## src/core/frst_pkg.sv

```systemverilog
// shared constants of the flash reset and status timing host controller
// assumes a 10 MHz controller clock and a 16-bit nor flash in word mode
package frst_pkg;

   // ----------------------------------------------------------------
   // clock and pin timing (times as printed, cycles derived)
   // ----------------------------------------------------------------
   localparam int unsigned CLK_NS        = 100;  // controller clock period
   localparam int unsigned T_RP_NS       = 500;  // least reset pulse
   localparam int unsigned T_READY_NS    = 500;  // reset to ready, idle
   localparam int unsigned T_READY_ALG_NS = 20000; // reset to ready, busy
   localparam int unsigned T_RH_NS       = 50;   // reset high before read
   localparam int unsigned T_BUSY_NS     = 50;   // slowest busy delay
   localparam int unsigned T_RSP_NS      = 4000; // elevated reset setup
   localparam int unsigned T_ACC_NS      = 120;  // slowest access time
   localparam int unsigned T_WP_NS       = 50;   // slowest write pulse
   localparam int unsigned T_WPH_NS      = 20;   // write pulse high
   localparam int unsigned ERASE_TYP_S   = 1;    // typical sector erase
   localparam int unsigned ERASE_MAX_S   = 8;    // worst sector erase
   localparam int unsigned CYC_PER_S     = 1000000000 / CLK_NS;
   localparam int unsigned SYNC_DEPTH    = 2;    // pin synchroniser stages

   localparam int unsigned RP_CYC    = (T_RP_NS + CLK_NS - 1) / CLK_NS;
   localparam int unsigned READY_CYC = (T_READY_NS + CLK_NS - 1) / CLK_NS;
   localparam int unsigned READY_ALG_CYC =
      (T_READY_ALG_NS + CLK_NS - 1) / CLK_NS;
   localparam int unsigned RH_CYC    = (T_RH_NS + CLK_NS - 1) / CLK_NS;
   localparam int unsigned BUSY_CYC  = (T_BUSY_NS + CLK_NS - 1) / CLK_NS;
   localparam int unsigned RSP_CYC   = (T_RSP_NS + CLK_NS - 1) / CLK_NS;
   localparam int unsigned RD_CYC    =
      (T_ACC_NS + CLK_NS - 1) / CLK_NS + SYNC_DEPTH;
   localparam int unsigned WP_CYC    = (T_WP_NS + CLK_NS - 1) / CLK_NS;
   localparam int unsigned WPH_CYC   = (T_WPH_NS + CLK_NS - 1) / CLK_NS;
   localparam int unsigned GAP_CYC   = 1;    // oe or ce high between polls

   // ----------------------------------------------------------------
   // flash pins
   // ----------------------------------------------------------------
   localparam int unsigned ADDR_W = 17;  // word address
   localparam int unsigned DATA_W = 16;
   localparam int unsigned GEN_TOG_POS = 6;  // general_toggle_bit
   localparam int unsigned ES_TOG_POS  = 2;  // erase_suspend_toggle_bit

   // ----------------------------------------------------------------
   // apb register map
   // ----------------------------------------------------------------
   localparam logic [7:0] CTRL_OFS  = 8'h00;
   localparam logic [7:0] ADDR_OFS  = 8'h04;
   localparam logic [7:0] WDATA_OFS = 8'h08;
   localparam logic [7:0] RDATA_OFS = 8'h0c;
   localparam logic [7:0] STAT_OFS  = 8'h10;
   localparam logic [7:0] IRQS_OFS  = 8'h14;
   localparam logic [7:0] IRQM_OFS  = 8'h18;

   // control fields
   localparam int unsigned OP_LSB   = 0;   // 3-bit operation code
   localparam int unsigned LAST_POS = 4;   // write ends a command sequence
   localparam int unsigned CED_POS  = 5;   // poll delimited by ce as well as oe
   localparam int unsigned VID_POS  = 8;   // elevated reset level
   localparam logic [31:0] CTRL_MASK  = 32'h0000_0137;
   localparam logic [31:0] CTRL_RESET = 32'h0000_0000;

   // status fields
   localparam int unsigned ST_BUSY = 0;
   localparam int unsigned ST_RDY  = 1;
   localparam int unsigned ST_GTOG = 2;
   localparam int unsigned ST_ETOG = 3;
   localparam int unsigned ST_TMO  = 4;
   localparam int unsigned ST_VIDOK = 5;

   // interrupt fields
   localparam int unsigned IRQ_W     = 3;
   localparam int unsigned IRQ_DONE  = 0;
   localparam int unsigned IRQ_TMO   = 1;
   localparam int unsigned IRQ_RDY   = 2;

   // operation codes
   typedef enum logic [2:0] {
      OP_NONE  = 3'h0,
      OP_READ  = 3'h1,
      OP_WRITE = 3'h2,
      OP_RESET = 3'h3,
      OP_POLL  = 3'h4,
      OP_WAIT  = 3'h5
   } frst_op_type;

endpackage : frst_pkg

```

## src/core/frst_sync.sv

```systemverilog
// two-stage synchroniser for pin inputs
// assumes the input is asynchronous to clk_in; the first stage is read
// by the second stage only
`timescale 1ns/1ps
module frst_sync #(
   parameter int unsigned W       = 1,
   parameter logic [W-1:0] RST_VAL = '0  // level held during reset
) (
   input  wire logic         clk_in,    // destination clock
   input  wire logic         resetn_in, // async reset, active low
   input  wire logic [W-1:0] d_in,      // asynchronous level
   output logic      [W-1:0] q_out      // synchronised level
);

   logic [W-1:0] meta_reg;  // first stage, metastability catcher

   // ----------------------------------------------------------------
   // two flip-flops in series
   // ----------------------------------------------------------------
   always_ff @(posedge clk_in or negedge resetn_in) begin
      if (!resetn_in) begin
         // reset to the pin's idle level so no false edge follows reset
         meta_reg <= RST_VAL;
         q_out    <= RST_VAL;
      end else begin
         meta_reg <= d_in;
         q_out    <= meta_reg;
      end
   end

endmodule : frst_sync

```

## src/core/frst_host.sv

```systemverilog
// host controller that drives a nor flash through its pins
// assumes an apb master on the register side and a flash whose pins are
// asynchronous to ref_clk_in; the testbench resolves the data wire
// Behaviour
// - host waits 50 ns after reset release
// - host may proceed immediately after ready
// - status reads delimited by oe or ce
// - elevated reset held 4 us before write
`timescale 1ns/1ps
module frst_host #(
   parameter int unsigned WAIT_LIMIT_CYC =
      frst_pkg::ERASE_MAX_S * frst_pkg::CYC_PER_S  // ready wait timeout
) (
   input  wire logic        ref_clk_in,       // 10 MHz clock
   input  wire logic        resetn_in,        // async reset, active low
   input  wire logic        psel_in,          // apb select
   input  wire logic        penable_in,       // apb access phase
   input  wire logic        pwrite_in,        // apb direction
   input  wire logic [7:0]  paddr_in,         // apb byte address
   input  wire logic [31:0] pwdata_in,        // apb write data
   output logic      [31:0] prdata_out,       // apb read data
   output logic             pready_out,       // apb ready
   output logic             pslverr_out,      // apb error, unmapped
   output logic             irq_out,          // level interrupt
   output logic [16:0]      flash_addr_out,   // flash word address
   output logic [15:0]      flash_dq_out,     // flash data driven
   output logic             flash_dq_oe_out,  // high while driving data
   input  wire logic [15:0] flash_dq_in,      // flash data seen
   output logic             flash_ce_n_out,   // chip select, active low
   output logic             flash_oe_n_out,   // output enable, active low
   output logic             flash_we_n_out,   // write strobe, active low
   output logic             flash_reset_n_out,// reinit pin, active low
   output logic             flash_vid_en_out, // reinit at elevated level
   input  wire logic        ready_busy_in     // high ready, low busy
);

   // ----------------------------------------------------------------
   // declarations
   // ----------------------------------------------------------------
   typedef enum {
      ST_IDLE, ST_RD, ST_WR_WAIT, ST_WR_LOW, ST_WR_HIGH, ST_BUSY_DLY,
      ST_WAIT_RDY, ST_RST_LOW, ST_RST_HIGH, ST_POLL_A, ST_POLL_GAP,
      ST_POLL_B
   } frst_state_type;

   frst_state_type state_reg, state_next;     // sequencer state
   logic [31:0] cnt_reg, cnt_next;            // shared down counter
   logic [31:0] ctrl_reg;                     // control register
   logic [16:0] addr_reg;                     // flash address register
   logic [15:0] wdata_reg;                    // flash write data
   logic [15:0] rdata_reg, rdata_next;        // last data read
   logic [15:0] first_reg, first_next;        // first poll sample
   logic        gtog_reg, gtog_next;          // general toggle seen
   logic        etog_reg, etog_next;          // suspend toggle seen
   logic        tmo_reg, tmo_next;            // last wait timed out
   logic [7:0]  vid_cnt_reg;                  // elevated level age
   logic [frst_pkg::IRQ_W-1:0] irqs_reg;      // sticky events
   logic [frst_pkg::IRQ_W-1:0] irqm_reg;      // event mask
   logic        rb_prev_reg;                  // ready level, last cycle
   logic        done;                         // operation finished
   logic        tmo_evt;                      // wait timed out
   logic [15:0] dq_sync;                      // synchronised data pins
   logic        rb_sync;                      // synchronised ready level

   // ----------------------------------------------------------------
   // pin synchronisers
   // ----------------------------------------------------------------
   frst_sync #(.W(frst_pkg::DATA_W)) u_dq_sync (
      .clk_in    (ref_clk_in),
      .resetn_in (resetn_in),
      .d_in      (flash_dq_in),
      .q_out     (dq_sync)
   );

   // ready idles high; a zero reset value would fake a ready edge
   frst_sync #(.W(1), .RST_VAL(1'b1)) u_rb_sync (
      .clk_in    (ref_clk_in),
      .resetn_in (resetn_in),
      .d_in      (ready_busy_in),
      .q_out     (rb_sync)
   );

   // ----------------------------------------------------------------
   // apb decode
   // ----------------------------------------------------------------
   wire setup    = psel_in & ~penable_in;
   wire wr_acc   = psel_in & penable_in & pready_out & pwrite_in;
   wire hit_ctrl = paddr_in == frst_pkg::CTRL_OFS;
   wire hit_addr = paddr_in == frst_pkg::ADDR_OFS;
   wire hit_wdat = paddr_in == frst_pkg::WDATA_OFS;
   wire hit_rdat = paddr_in == frst_pkg::RDATA_OFS;
   wire hit_stat = paddr_in == frst_pkg::STAT_OFS;
   wire hit_irqs = paddr_in == frst_pkg::IRQS_OFS;
   wire hit_irqm = paddr_in == frst_pkg::IRQM_OFS;
   wire hit_any  = hit_ctrl | hit_addr | hit_wdat | hit_rdat | hit_stat |
                   hit_irqs | hit_irqm;
   wire idle     = state_reg == ST_IDLE;
   // a new operation is refused unless the sequencer is idle
   wire go       = wr_acc & hit_ctrl & idle;
   wire [2:0] op = pwdata_in[frst_pkg::OP_LSB +: 3];
   wire vid_on   = ctrl_reg[frst_pkg::VID_POS];
   wire vid_ok   = vid_cnt_reg >= 8'(frst_pkg::RSP_CYC);
   wire ce_delim = ctrl_reg[frst_pkg::CED_POS];
   wire cnt_zero = cnt_reg == 32'h0000_0000;

   wire [31:0] status = {26'h0, vid_ok, tmo_reg, etog_reg, gtog_reg,
                         rb_sync, ~idle};
   wire [31:0] rd_mux =
      hit_ctrl ? ctrl_reg :
      hit_addr ? {15'h0, addr_reg} :
      hit_wdat ? {16'h0, wdata_reg} :
      hit_rdat ? {16'h0, rdata_reg} :
      hit_stat ? status :
      hit_irqs ? {29'h0, irqs_reg} :
      hit_irqm ? {29'h0, irqm_reg} : 32'h0000_0000;

   // ----------------------------------------------------------------
   // sequencer
   // ----------------------------------------------------------------
   always_comb begin
      state_next = state_reg;
      cnt_next   = cnt_zero ? cnt_reg : cnt_reg - 32'h0000_0001;
      rdata_next = rdata_reg;
      first_next = first_reg;
      gtog_next  = gtog_reg;
      etog_next  = etog_reg;
      tmo_next   = tmo_reg;
      done       = 1'b0;
      tmo_evt    = 1'b0;
      case (state_reg)
         ST_IDLE: begin
            if (go) begin
               case (op)
                  frst_pkg::OP_READ: begin
                     state_next = ST_RD;
                     cnt_next   = 32'(frst_pkg::RD_CYC - 1);
                  end
                  frst_pkg::OP_WRITE: begin
                     state_next = ST_WR_WAIT;
                  end
                  frst_pkg::OP_RESET: begin
                     // a busy flash needs the long abort window
                     state_next = ST_RST_LOW;
                     cnt_next   = rb_sync ?
                        32'(frst_pkg::READY_CYC - 1) :
                        32'(frst_pkg::READY_ALG_CYC - 1);
                  end
                  frst_pkg::OP_POLL: begin
                     state_next = ST_POLL_A;
                     cnt_next   = 32'(frst_pkg::RD_CYC - 1);
                  end
                  frst_pkg::OP_WAIT: begin
                     state_next = ST_WAIT_RDY;
                     cnt_next   = 32'(WAIT_LIMIT_CYC - 1);
                  end
                  default: begin
                     state_next = ST_IDLE;  // unknown code ignored
                  end
               endcase
            end
         end
         ST_RD: begin
            if (cnt_zero) begin
               rdata_next = dq_sync;
               done       = 1'b1;
               state_next = ST_IDLE;
            end
         end
         ST_WR_WAIT: begin
            // writes wait until the elevated level has aged enough
            if (!vid_on || vid_ok) begin
               state_next = ST_WR_LOW;
               cnt_next   = 32'(frst_pkg::WP_CYC - 1);
            end
         end
         ST_WR_LOW: begin
            if (cnt_zero) begin
               state_next = ST_WR_HIGH;
               cnt_next   = 32'(frst_pkg::WPH_CYC - 1);
            end
         end
         ST_WR_HIGH: begin
            if (cnt_zero && ctrl_reg[frst_pkg::LAST_POS]) begin
               // give the flash its busy delay before sampling ready
               state_next = ST_BUSY_DLY;
               cnt_next   = 32'(frst_pkg::BUSY_CYC - 1);
            end else if (cnt_zero) begin
               done       = 1'b1;
               state_next = ST_IDLE;
            end
         end
         ST_BUSY_DLY: begin
            if (cnt_zero) begin
               state_next = ST_WAIT_RDY;
               cnt_next   = 32'(WAIT_LIMIT_CYC - 1);
            end
         end
         ST_WAIT_RDY: begin
            if (rb_sync) begin
               // no recovery delay after ready
               tmo_next   = 1'b0;
               done       = 1'b1;
               state_next = ST_IDLE;
            end else if (cnt_zero) begin
               tmo_next   = 1'b1;
               tmo_evt    = 1'b1;
               done       = 1'b1;
               state_next = ST_IDLE;
            end
         end
         ST_RST_LOW: begin
            if (cnt_zero) begin
               state_next = ST_RST_HIGH;
               cnt_next   = 32'(frst_pkg::RH_CYC - 1);
            end
         end
         ST_RST_HIGH: begin
            if (cnt_zero) begin
               done       = 1'b1;
               state_next = ST_IDLE;
            end
         end
         ST_POLL_A: begin
            if (cnt_zero) begin
               first_next = dq_sync;
               state_next = ST_POLL_GAP;
               cnt_next   = 32'(frst_pkg::GAP_CYC - 1);
            end
         end
         ST_POLL_GAP: begin
            // strobe high between the two status reads
            if (cnt_zero) begin
               state_next = ST_POLL_B;
               cnt_next   = 32'(frst_pkg::RD_CYC - 1);
            end
         end
         ST_POLL_B: begin
            if (cnt_zero) begin
               rdata_next = dq_sync;
               gtog_next  = first_reg[frst_pkg::GEN_TOG_POS] ^
                            dq_sync[frst_pkg::GEN_TOG_POS];
               etog_next  = first_reg[frst_pkg::ES_TOG_POS] ^
                            dq_sync[frst_pkg::ES_TOG_POS];
               done       = 1'b1;
               state_next = ST_IDLE;
            end
         end
         default: begin
            state_next = ST_IDLE;
         end
      endcase
   end

   // ----------------------------------------------------------------
   // pin levels from the next state, so pins come from flip-flops
   // ----------------------------------------------------------------
   wire rd_n  = state_next == ST_RD || state_next == ST_POLL_A ||
                state_next == ST_POLL_B;
   wire wl_n  = state_next == ST_WR_LOW;
   wire dq_n  = wl_n || state_next == ST_WR_HIGH;
   // with ce delimiting, ce also rises in the gap; oe always does
   wire ce_n  = rd_n || wl_n ||
                (state_next == ST_POLL_GAP && !ce_delim);
   wire rst_n = state_next == ST_RST_LOW;

   wire [frst_pkg::IRQ_W-1:0] irq_set = {rb_sync & ~rb_prev_reg,
                                         tmo_evt, done};
   wire [frst_pkg::IRQ_W-1:0] irq_clr =
      (wr_acc && hit_irqs) ? pwdata_in[frst_pkg::IRQ_W-1:0] : '0;

   // ----------------------------------------------------------------
   // state, counter and result registers
   // ----------------------------------------------------------------
   always_ff @(posedge ref_clk_in or negedge resetn_in) begin
      if (!resetn_in) begin
         state_reg <= ST_IDLE;
         cnt_reg   <= 32'h0000_0000;
         rdata_reg <= 16'h0000;
         first_reg <= 16'h0000;
         gtog_reg  <= 1'b0;
         etog_reg  <= 1'b0;
         tmo_reg   <= 1'b0;
      end else begin
         state_reg <= state_next;
         cnt_reg   <= cnt_next;
         rdata_reg <= rdata_next;
         first_reg <= first_next;
         gtog_reg  <= gtog_next;
         etog_reg  <= etog_next;
         tmo_reg   <= tmo_next;
      end
   end

   // ----------------------------------------------------------------
   // software registers; set wins over a write-one clear
   // ----------------------------------------------------------------
   always_ff @(posedge ref_clk_in or negedge resetn_in) begin
      if (!resetn_in) begin
         ctrl_reg    <= frst_pkg::CTRL_RESET;
         addr_reg    <= 17'h0_0000;
         wdata_reg   <= 16'h0000;
         irqs_reg    <= '0;
         irqm_reg    <= '0;
         rb_prev_reg <= 1'b1;  // ready is the idle level
      end else begin
         if (wr_acc && hit_ctrl && idle)
            ctrl_reg <= pwdata_in & frst_pkg::CTRL_MASK;
         if (wr_acc && hit_addr && idle)
            addr_reg <= pwdata_in[16:0];
         if (wr_acc && hit_wdat && idle)
            wdata_reg <= pwdata_in[15:0];
         if (wr_acc && hit_irqm)
            irqm_reg <= pwdata_in[frst_pkg::IRQ_W-1:0];
         irqs_reg    <= (irqs_reg & ~irq_clr) | irq_set;
         rb_prev_reg <= rb_sync;
      end
   end

   // ----------------------------------------------------------------
   // elevated reset age counter, saturating
   // ----------------------------------------------------------------
   always_ff @(posedge ref_clk_in or negedge resetn_in) begin
      if (!resetn_in)
         vid_cnt_reg <= 8'h00;
      else if (!flash_vid_en_out)
         vid_cnt_reg <= 8'h00;
      else if (!vid_ok)
         vid_cnt_reg <= vid_cnt_reg + 8'h01;
   end

   // ----------------------------------------------------------------
   // registered outputs: apb answer, interrupt and flash pins
   // ----------------------------------------------------------------
   always_ff @(posedge ref_clk_in or negedge resetn_in) begin
      if (!resetn_in) begin
         prdata_out        <= 32'h0000_0000;
         pready_out        <= 1'b0;
         pslverr_out       <= 1'b0;
         irq_out           <= 1'b0;
         flash_addr_out    <= 17'h0_0000;
         flash_dq_out      <= 16'h0000;
         flash_dq_oe_out   <= 1'b0;
         flash_ce_n_out    <= 1'b1;
         flash_oe_n_out    <= 1'b1;
         flash_we_n_out    <= 1'b1;
         flash_reset_n_out <= 1'b1;
         flash_vid_en_out  <= 1'b0;
      end else begin
         // one wait-free access phase after every setup cycle
         prdata_out        <= (setup && !pwrite_in) ? rd_mux : 32'h0;
         pready_out        <= setup;
         pslverr_out       <= setup & ~hit_any;
         irq_out           <= |(irqs_reg & irqm_reg);
         flash_addr_out    <= addr_reg;
         flash_dq_out      <= wdata_reg;
         flash_dq_oe_out   <= dq_n;
         flash_ce_n_out    <= ~ce_n;
         flash_oe_n_out    <= ~rd_n;
         flash_we_n_out    <= ~wl_n;
         flash_reset_n_out <= ~rst_n;
         flash_vid_en_out  <= vid_on & ~rst_n;
      end
   end

endmodule : frst_host

```

## config.mk

```make
export PLATFORM = sky130hd
export DESIGN_NAME = frst_host
export DESIGN_NICKNAME = d
export VERILOG_FILES = /design/src/core/frst_pkg.sv /design/src/core/frst_sync.sv /design/src/core/frst_host.sv
export SDC_FILE = /design/constraint.sdc
export NUM_CORES = 1
export LEC_CHECK = 0
export BUFFER_PORTS_ARGS = -buffer_cell sky130_fd_sc_hd__buf_2
export CAP_MARGIN = 10
export CORE_ASPECT_RATIO = 1.75
export CORE_MARGIN = 1.5
export CORE_UTILIZATION = 30
export DETAILED_ROUTE_END_ITERATION = 10
export GPL_TIMING_DRIVEN = 0
export HOLD_SLACK_MARGIN = 0.15
export PLACE_DENSITY = 0.44
export SKIP_LAST_GASP = 1
export SYNTH_ARGS = -nofsm -noshare
export SYNTH_HDL_FRONTEND = slang
export SYNTH_SLANG_ARGS = --single-unit
```

## constraint.sdc

```tcl
create_clock -name ref_clk_in -period 6.9 [get_ports ref_clk_in]
set_clock_uncertainty 0.2 [all_clocks]
set_input_delay 2.07 -clock ref_clk_in [delete_from_list [all_inputs] [get_ports ref_clk_in]]
set_output_delay 2.07 -clock ref_clk_in [all_outputs]
set_load 0.01 [all_outputs]
```

Word level (Yosys, flattened, before mapping)
Cells that the tools add are included.
{"block": "op_classes", "n_mux": 41, "n_eq_ne": 30, "n_reduce_logical": 34, "bitwise_logic": 29, "add_sub_neg": 2, "magnitude_cmp": 1}
{"operator": "32-bit 2-to-1 mux", "count": 17}
{"operator": "32-bit one-hot mux with 10 select lines", "count": 1}
{"operator": "32-bit by 4-bit == test with 1-bit output (second input constant)", "count": 6}
{"operator": "32-bit one-hot mux with 6 select lines", "count": 1}
{"operator": "32-bit by 3-bit == test with 1-bit output (second input constant)", "count": 5}
{"operator": "32-bit by 2-bit == test with 1-bit output (second input constant)", "count": 3}
{"operator": "32-bit by 5-bit == test with 1-bit output (second input constant)", "count": 3}
{"operator": "32-bit logical NOT", "count": 3}
{"operator": "32-bit one-hot mux with 3 select lines", "count": 1}
{"operator": "17-bit 2-to-1 mux", "count": 3}
{"operator": "32-bit by 1-bit == test with 1-bit output (second input constant)", "count": 1}
{"operator": "16-bit 2-to-1 mux", "count": 2}
{"operator": "32-bit by 1-bit subtractor with 32-bit output (second input constant)", "count": 1}
{"operator": "8-bit by 5-bit == test with 1-bit output (second input constant)", "count": 3}
{"operator": "8-bit 2-to-1 mux", "count": 3}
{"operator": "4-bit one-hot mux with 5 select lines", "count": 1}
{"operator": "8-bit by 4-bit == test with 1-bit output (second input constant)", "count": 2}
{"operator": "1-bit logical AND", "count": 11}
{"operator": "1-bit AND", "count": 9}
{"operator": "3-bit 2-to-1 mux", "count": 3}
{"operator": "3-bit OR reduction", "count": 3}
{"operator": "8-bit by 1-bit adder with 8-bit output (second input constant)", "count": 1}
{"operator": "8-bit by 3-bit == test with 1-bit output (second input constant)", "count": 1}
{"operator": "8-bit by 6-bit >= comparator with 1-bit output (second input constant)", "count": 1}
{"operator": "19 further kinds", "count": 52}
{"block": "word_totals", "wordCells": 167, "ff_bits": 237}

Logic depth before layout (Yosys ltp)
{"block": "logic_depth", "depth_word": 13, "depth_mapped": 12, "ltp_nobuf": 11}

Cells and area by module
A second synthesis with hierarchy kept.
{"block": "unflattened", "hier_cells": 796, "area_unflattened_um2": 9570.4}
{"mod": "frst_host", "instances": 1, "cells_per_inst": 762, "seq_area_each_um2": 4961.0, "area_per_inst_um2": 8717.1}
{"mod": "frst_sync at u_dq_sync", "instances": 1, "cells_per_inst": 32, "seq_area_each_um2": 800.8, "area_per_inst_um2": 800.8}
{"mod": "frst_sync at u_rb_sync", "instances": 1, "cells_per_inst": 2, "seq_area_each_um2": 52.6, "area_per_inst_um2": 52.6}

Worst setup path before layout
OpenSTA, ideal clock, no wires.
{"block": "synth_timing", "path_type": "input -> register", "start": "input port paddr_in[2]", "end": "register flash_vid_en_out", "path_slack_ps": 2677, "path_buffers": 2, "t_required_ps": 6581, "arrival_time_ps": 3904, "path_stages": 10, "setup_time_ps": 119, "cell_sequence": "buf_2 nor2_1 nand4_1 nor4_1 clkbuf_1 nand2_1 a22o_1 inv_1 nand4_1 and2_1"}
{"block": "synth_via", "elab_chain_cells": 8}
{"element": "start, declared", "line": "frst_host.sv:19", "text": "input wire logic [7:0] paddr_in,"}
{"element": "8-bit logical NOT", "line": "frst_host.sv:88", "text": "wire hit_ctrl = paddr_in == frst_pkg::CTRL_OFS;"}
{"element": "1-bit AND (2 in a row)", "line": "frst_host.sv:99", "text": "wire go = wr_acc & hit_ctrl & idle;"}
{"element": "32-bit 2-to-1 mux", "line": "frst_host.sv:132", "text": "if (go) begin"}
{"element": "32-bit one-hot mux with 10 select lines", "line": "frst_host.sv:130", "text": "case (state_reg)"}
{"element": "net state_next[0]", "line": "frst_host.sv:46", "text": "frst_state_type state_reg, state_next;"}
{"element": "32-bit by 4-bit == test with 1-bit output", "line": "frst_host.sv:264", "text": "wire rst_n = state_next == ST_RST_LOW;"}
{"element": "1-bit NOT", "line": "frst_host.sv:361", "text": "flash_vid_en_out <= vid_on & ~rst_n;"}
{"element": "1-bit AND", "line": "frst_host.sv:361"}
{"element": "end signal, assigned", "line": "frst_host.sv:361"}
{"element": "end, declared", "line": "frst_host.sv:33", "text": "output logic flash_vid_en_out,"}
The timed path passes the listed nets, and every way through them passes these cells.
A chain may end at the register's enable or synchronous reset.

Worst setup path in the final report
Same ends and word-level chain as after synthesis.

==> flow_summary.toml <==
[clock_network]
cts_made_buffers = 24
post_cts_resized = 0
tritoncts = "yes"
clock_sinks = 232
cts_max_path_buffers = 3
cts_max_level = 1
clock_latency_ps = 530
clk_pin_slew_ps = 60
cts_root_buf = "clkbuf_16"

[power]
pwr-share-clk = 0.468
p_per_area_mw_per_mm2 = 242.1
peakVddDrop_uv = 158.9
switchingPower_mw = 0.6061
swShare = 0.2177
power_frac_seq = 0.498
p_int_mw = 2.178
leakagePower_nw = 5.576
p_comb_frac = 0.033

[drt]
drt_first_pass_iters = 4
antenna_left = 0
drt-wirelength-per-cell_um = 18.34
via_per_inst = 4.655
drc = 0
totalWireLength_um = 24650
drt_iter0_markers = 247
vias = 6256

[die]
die_y_um = 237.8
die_area_mm2 = 0.03261
die_w_um = 137.2
row_count = 85
coreArea_mm2 = 0.03084
initial_core_util = 0.3064
pin_count = 136

[grt]
grt-ovfl-total = 0
grt_pass1_wl_um = 39170
grt_max_degree = 118
grt_antenna_before_repair = 0
grt_pass1_vias = 6916
grt.total_usage = 0.1591

[placement]
dp_slack_ps = 1416
hpwl_um = 17940
port_buffers = 104
gp_congestion = 0.9030
dp_cells = 1299

[logic_synthesis]
synthArstFlopShare = 1.000
ys.flop_type = "dfrtp_1"
syn_inst = 760
synth_area_leader_cell = "dfrtp_1"
synthTopCellsByArea = "dfrtp_1 60%, mux2_2 6.7%, xnor2_1 2.7%"
ys_warn_count = 0
syn_area_mm2 = 0.009449
ys_seq_elements = 232
ys_seq_area_frac = 0.6153
synth_edf_count = 0
ys_types = 70
synth_top_area_frac = 0.5959
synth_area_per_cell_um2 = 12.43

[sta]
fmax_ghz = 0.2063
final-hold-violation-count = 0
setup_viol = 0
tightest_slew_ps = 972.3
fin_crit_sh = 0.7024
postLayoutSetupSlackWorst_ps = 2054
max_slew_margin = 0.3468
rsz0062_at_grt = "false"
period_needed_ps = 4846
final_max_slew_viol_count = 0

[finish]
final_cell_mix = "225 x dfrtp_1, 107 x buf_2, 66 x nor2_1, 56 x mux2_2, 47 x nand2_1"
final_cells = 1344
drive_gt1_frac = 0.2697
area_growth_pct = 21.72
final_common_cell = "dfrtp_1"
n_fill_cell = 3108
nNetsFinal = 1005
n_antenna_cell = 0

[outcome]
status = "finished, final reports clean"

[critical_path]
critPathKind = "in -> reg"
start_kind = "primary input"
crit_fanout = 10
critPathArrivalTime_ps = 5070
end_kind = "flop"
critical_path_required_ps = 7120

[job]
drv_cap = 0

[hold_path]
hp-class = "reg -> reg"
-- cell usage after synthesis, drive strengths merged, types with 6 or more instances --
cell and number:
nor3 22, nand2 47, xor2 11, buf 24, inv 16, nand4 16
xnor2 29, ha 6, clkbuf 21, nand3 11, dfstp 7, nand2b 6
nor2 69, nor4 21, o21ai 39, and4 6, a22oi 12, and2 11
nor2b 10, a21oi 16, mux2 66, dfrtp 225
-- cell type report --
cell class / instances / area [µm²] / area share
timing repair buffer: 109 / 615.6 / 0.05352
multi-input combinational: 509 / 3492 / 0.3036
tap: 391 / 489.2 / 0.04254
inverter: 16 / 62.56 / 0.005440
clock buffer: 34 / 688.2 / 0.05983
buffer: 45 / 237.7 / 0.02067
sequential: 232 / 5814 / 0.5055
clock inverter: 8 / 101.3 / 0.008812
-- metal layers --
layer	GRT usage	routed length, µm	part of all wire	vias up
met4	0.06667	835	0.034	0
met5	0	0	0	-
met1	0.1700	8874	0.36	3093
met3	0.02964	1202	0.049	48
li1	-	-	-	2969
met2	0.2991	13740	0.56	146
-- per-stage QoR --
step	utilization	TNS, ps	cell area, µm²	hold slack [ps]	power (mW)
2_1_floorplan	-	0	9607	131.2	1.444
3_3_place_gp	0.3442	-155370	10620	131.9	1.503
3_5_place_dp	0.3463	0	10680	134.7	1.508
4_1_cts	0.3729	0	11500	150.8	2.834
5_1_grt	0.3729	0	11500	153.2	2.897
6_report	0.3729	0	11500	145.2	2.785
-- power groups by stage --
stage | clock [mW] | combinational (mW) | sequential (mW)
after floorplan | 0 | 0.0329 | 1.41
after global placement | 0 | 0.0902 | 1.41
after detailed placement | 0 | 0.0950 | 1.41
after CTS | 1.35 | 0.0965 | 1.39
after global routing | 1.40 | 0.107 | 1.39
final | 1.30 | 0.0929 | 1.39
-- what timing repair did --
action,in CTS,in global routing
hold buffers,3,0
buffers inserted,0,0
setup endpoints to repair,0,0
hold endpoints to repair,3,0
-- cell families (layout without fill, tap and decap cells) --
family,Yosys count,in the layout,share of synthesized area
simple gates,239,239,0.1333
flops,232,232,0.6153
other cells,1,43,0.0003969
compound gates,105,105,0.07429
fa+ha+maj,6,6,0.007945
mux,76,76,0.09984
buf+inv,61,212,0.03178
xor+xnor,40,40,0.03708
-- final timing paths --
check                                                  from                       endpoint  slack (ps)  cells past startpoint
min reg2reg                u_dq_sync.meta_reg[12]$_DFF_PN0_  u_dq_sync.q_out[12]$_DFF_PN0_         150                      0
min                        u_dq_sync.meta_reg[12]$_DFF_PN0_  u_dq_sync.q_out[12]$_DFF_PN0_         150                      0
max in group asynchronous                         resetn_in   u_dq_sync.q_out[0]$_DFF_PN0_        4120                      3
max                                             paddr_in[2]     flash_vid_en_out$_DFF_PN0_        2050                     10
max reg2reg                          state_reg[7]$_DFF_PN0_       addr_reg[15]$_DFFE_PN0P_        3290                      7
min in group asynchronous                         resetn_in      flash_dq_out[5]$_DFF_PN0_        1380                      2
-- critical path, stage by stage --
cell      delay [ps]
buf_2            200
nor2_1           440
nand4_1          210
nor4_1           550
clkbuf_1         640
nand2_1          110
a22o_1           310
inv_1             90
nand4_1          180
and2_1           250
Note: power is estimated with default switching activity, not from simulation.
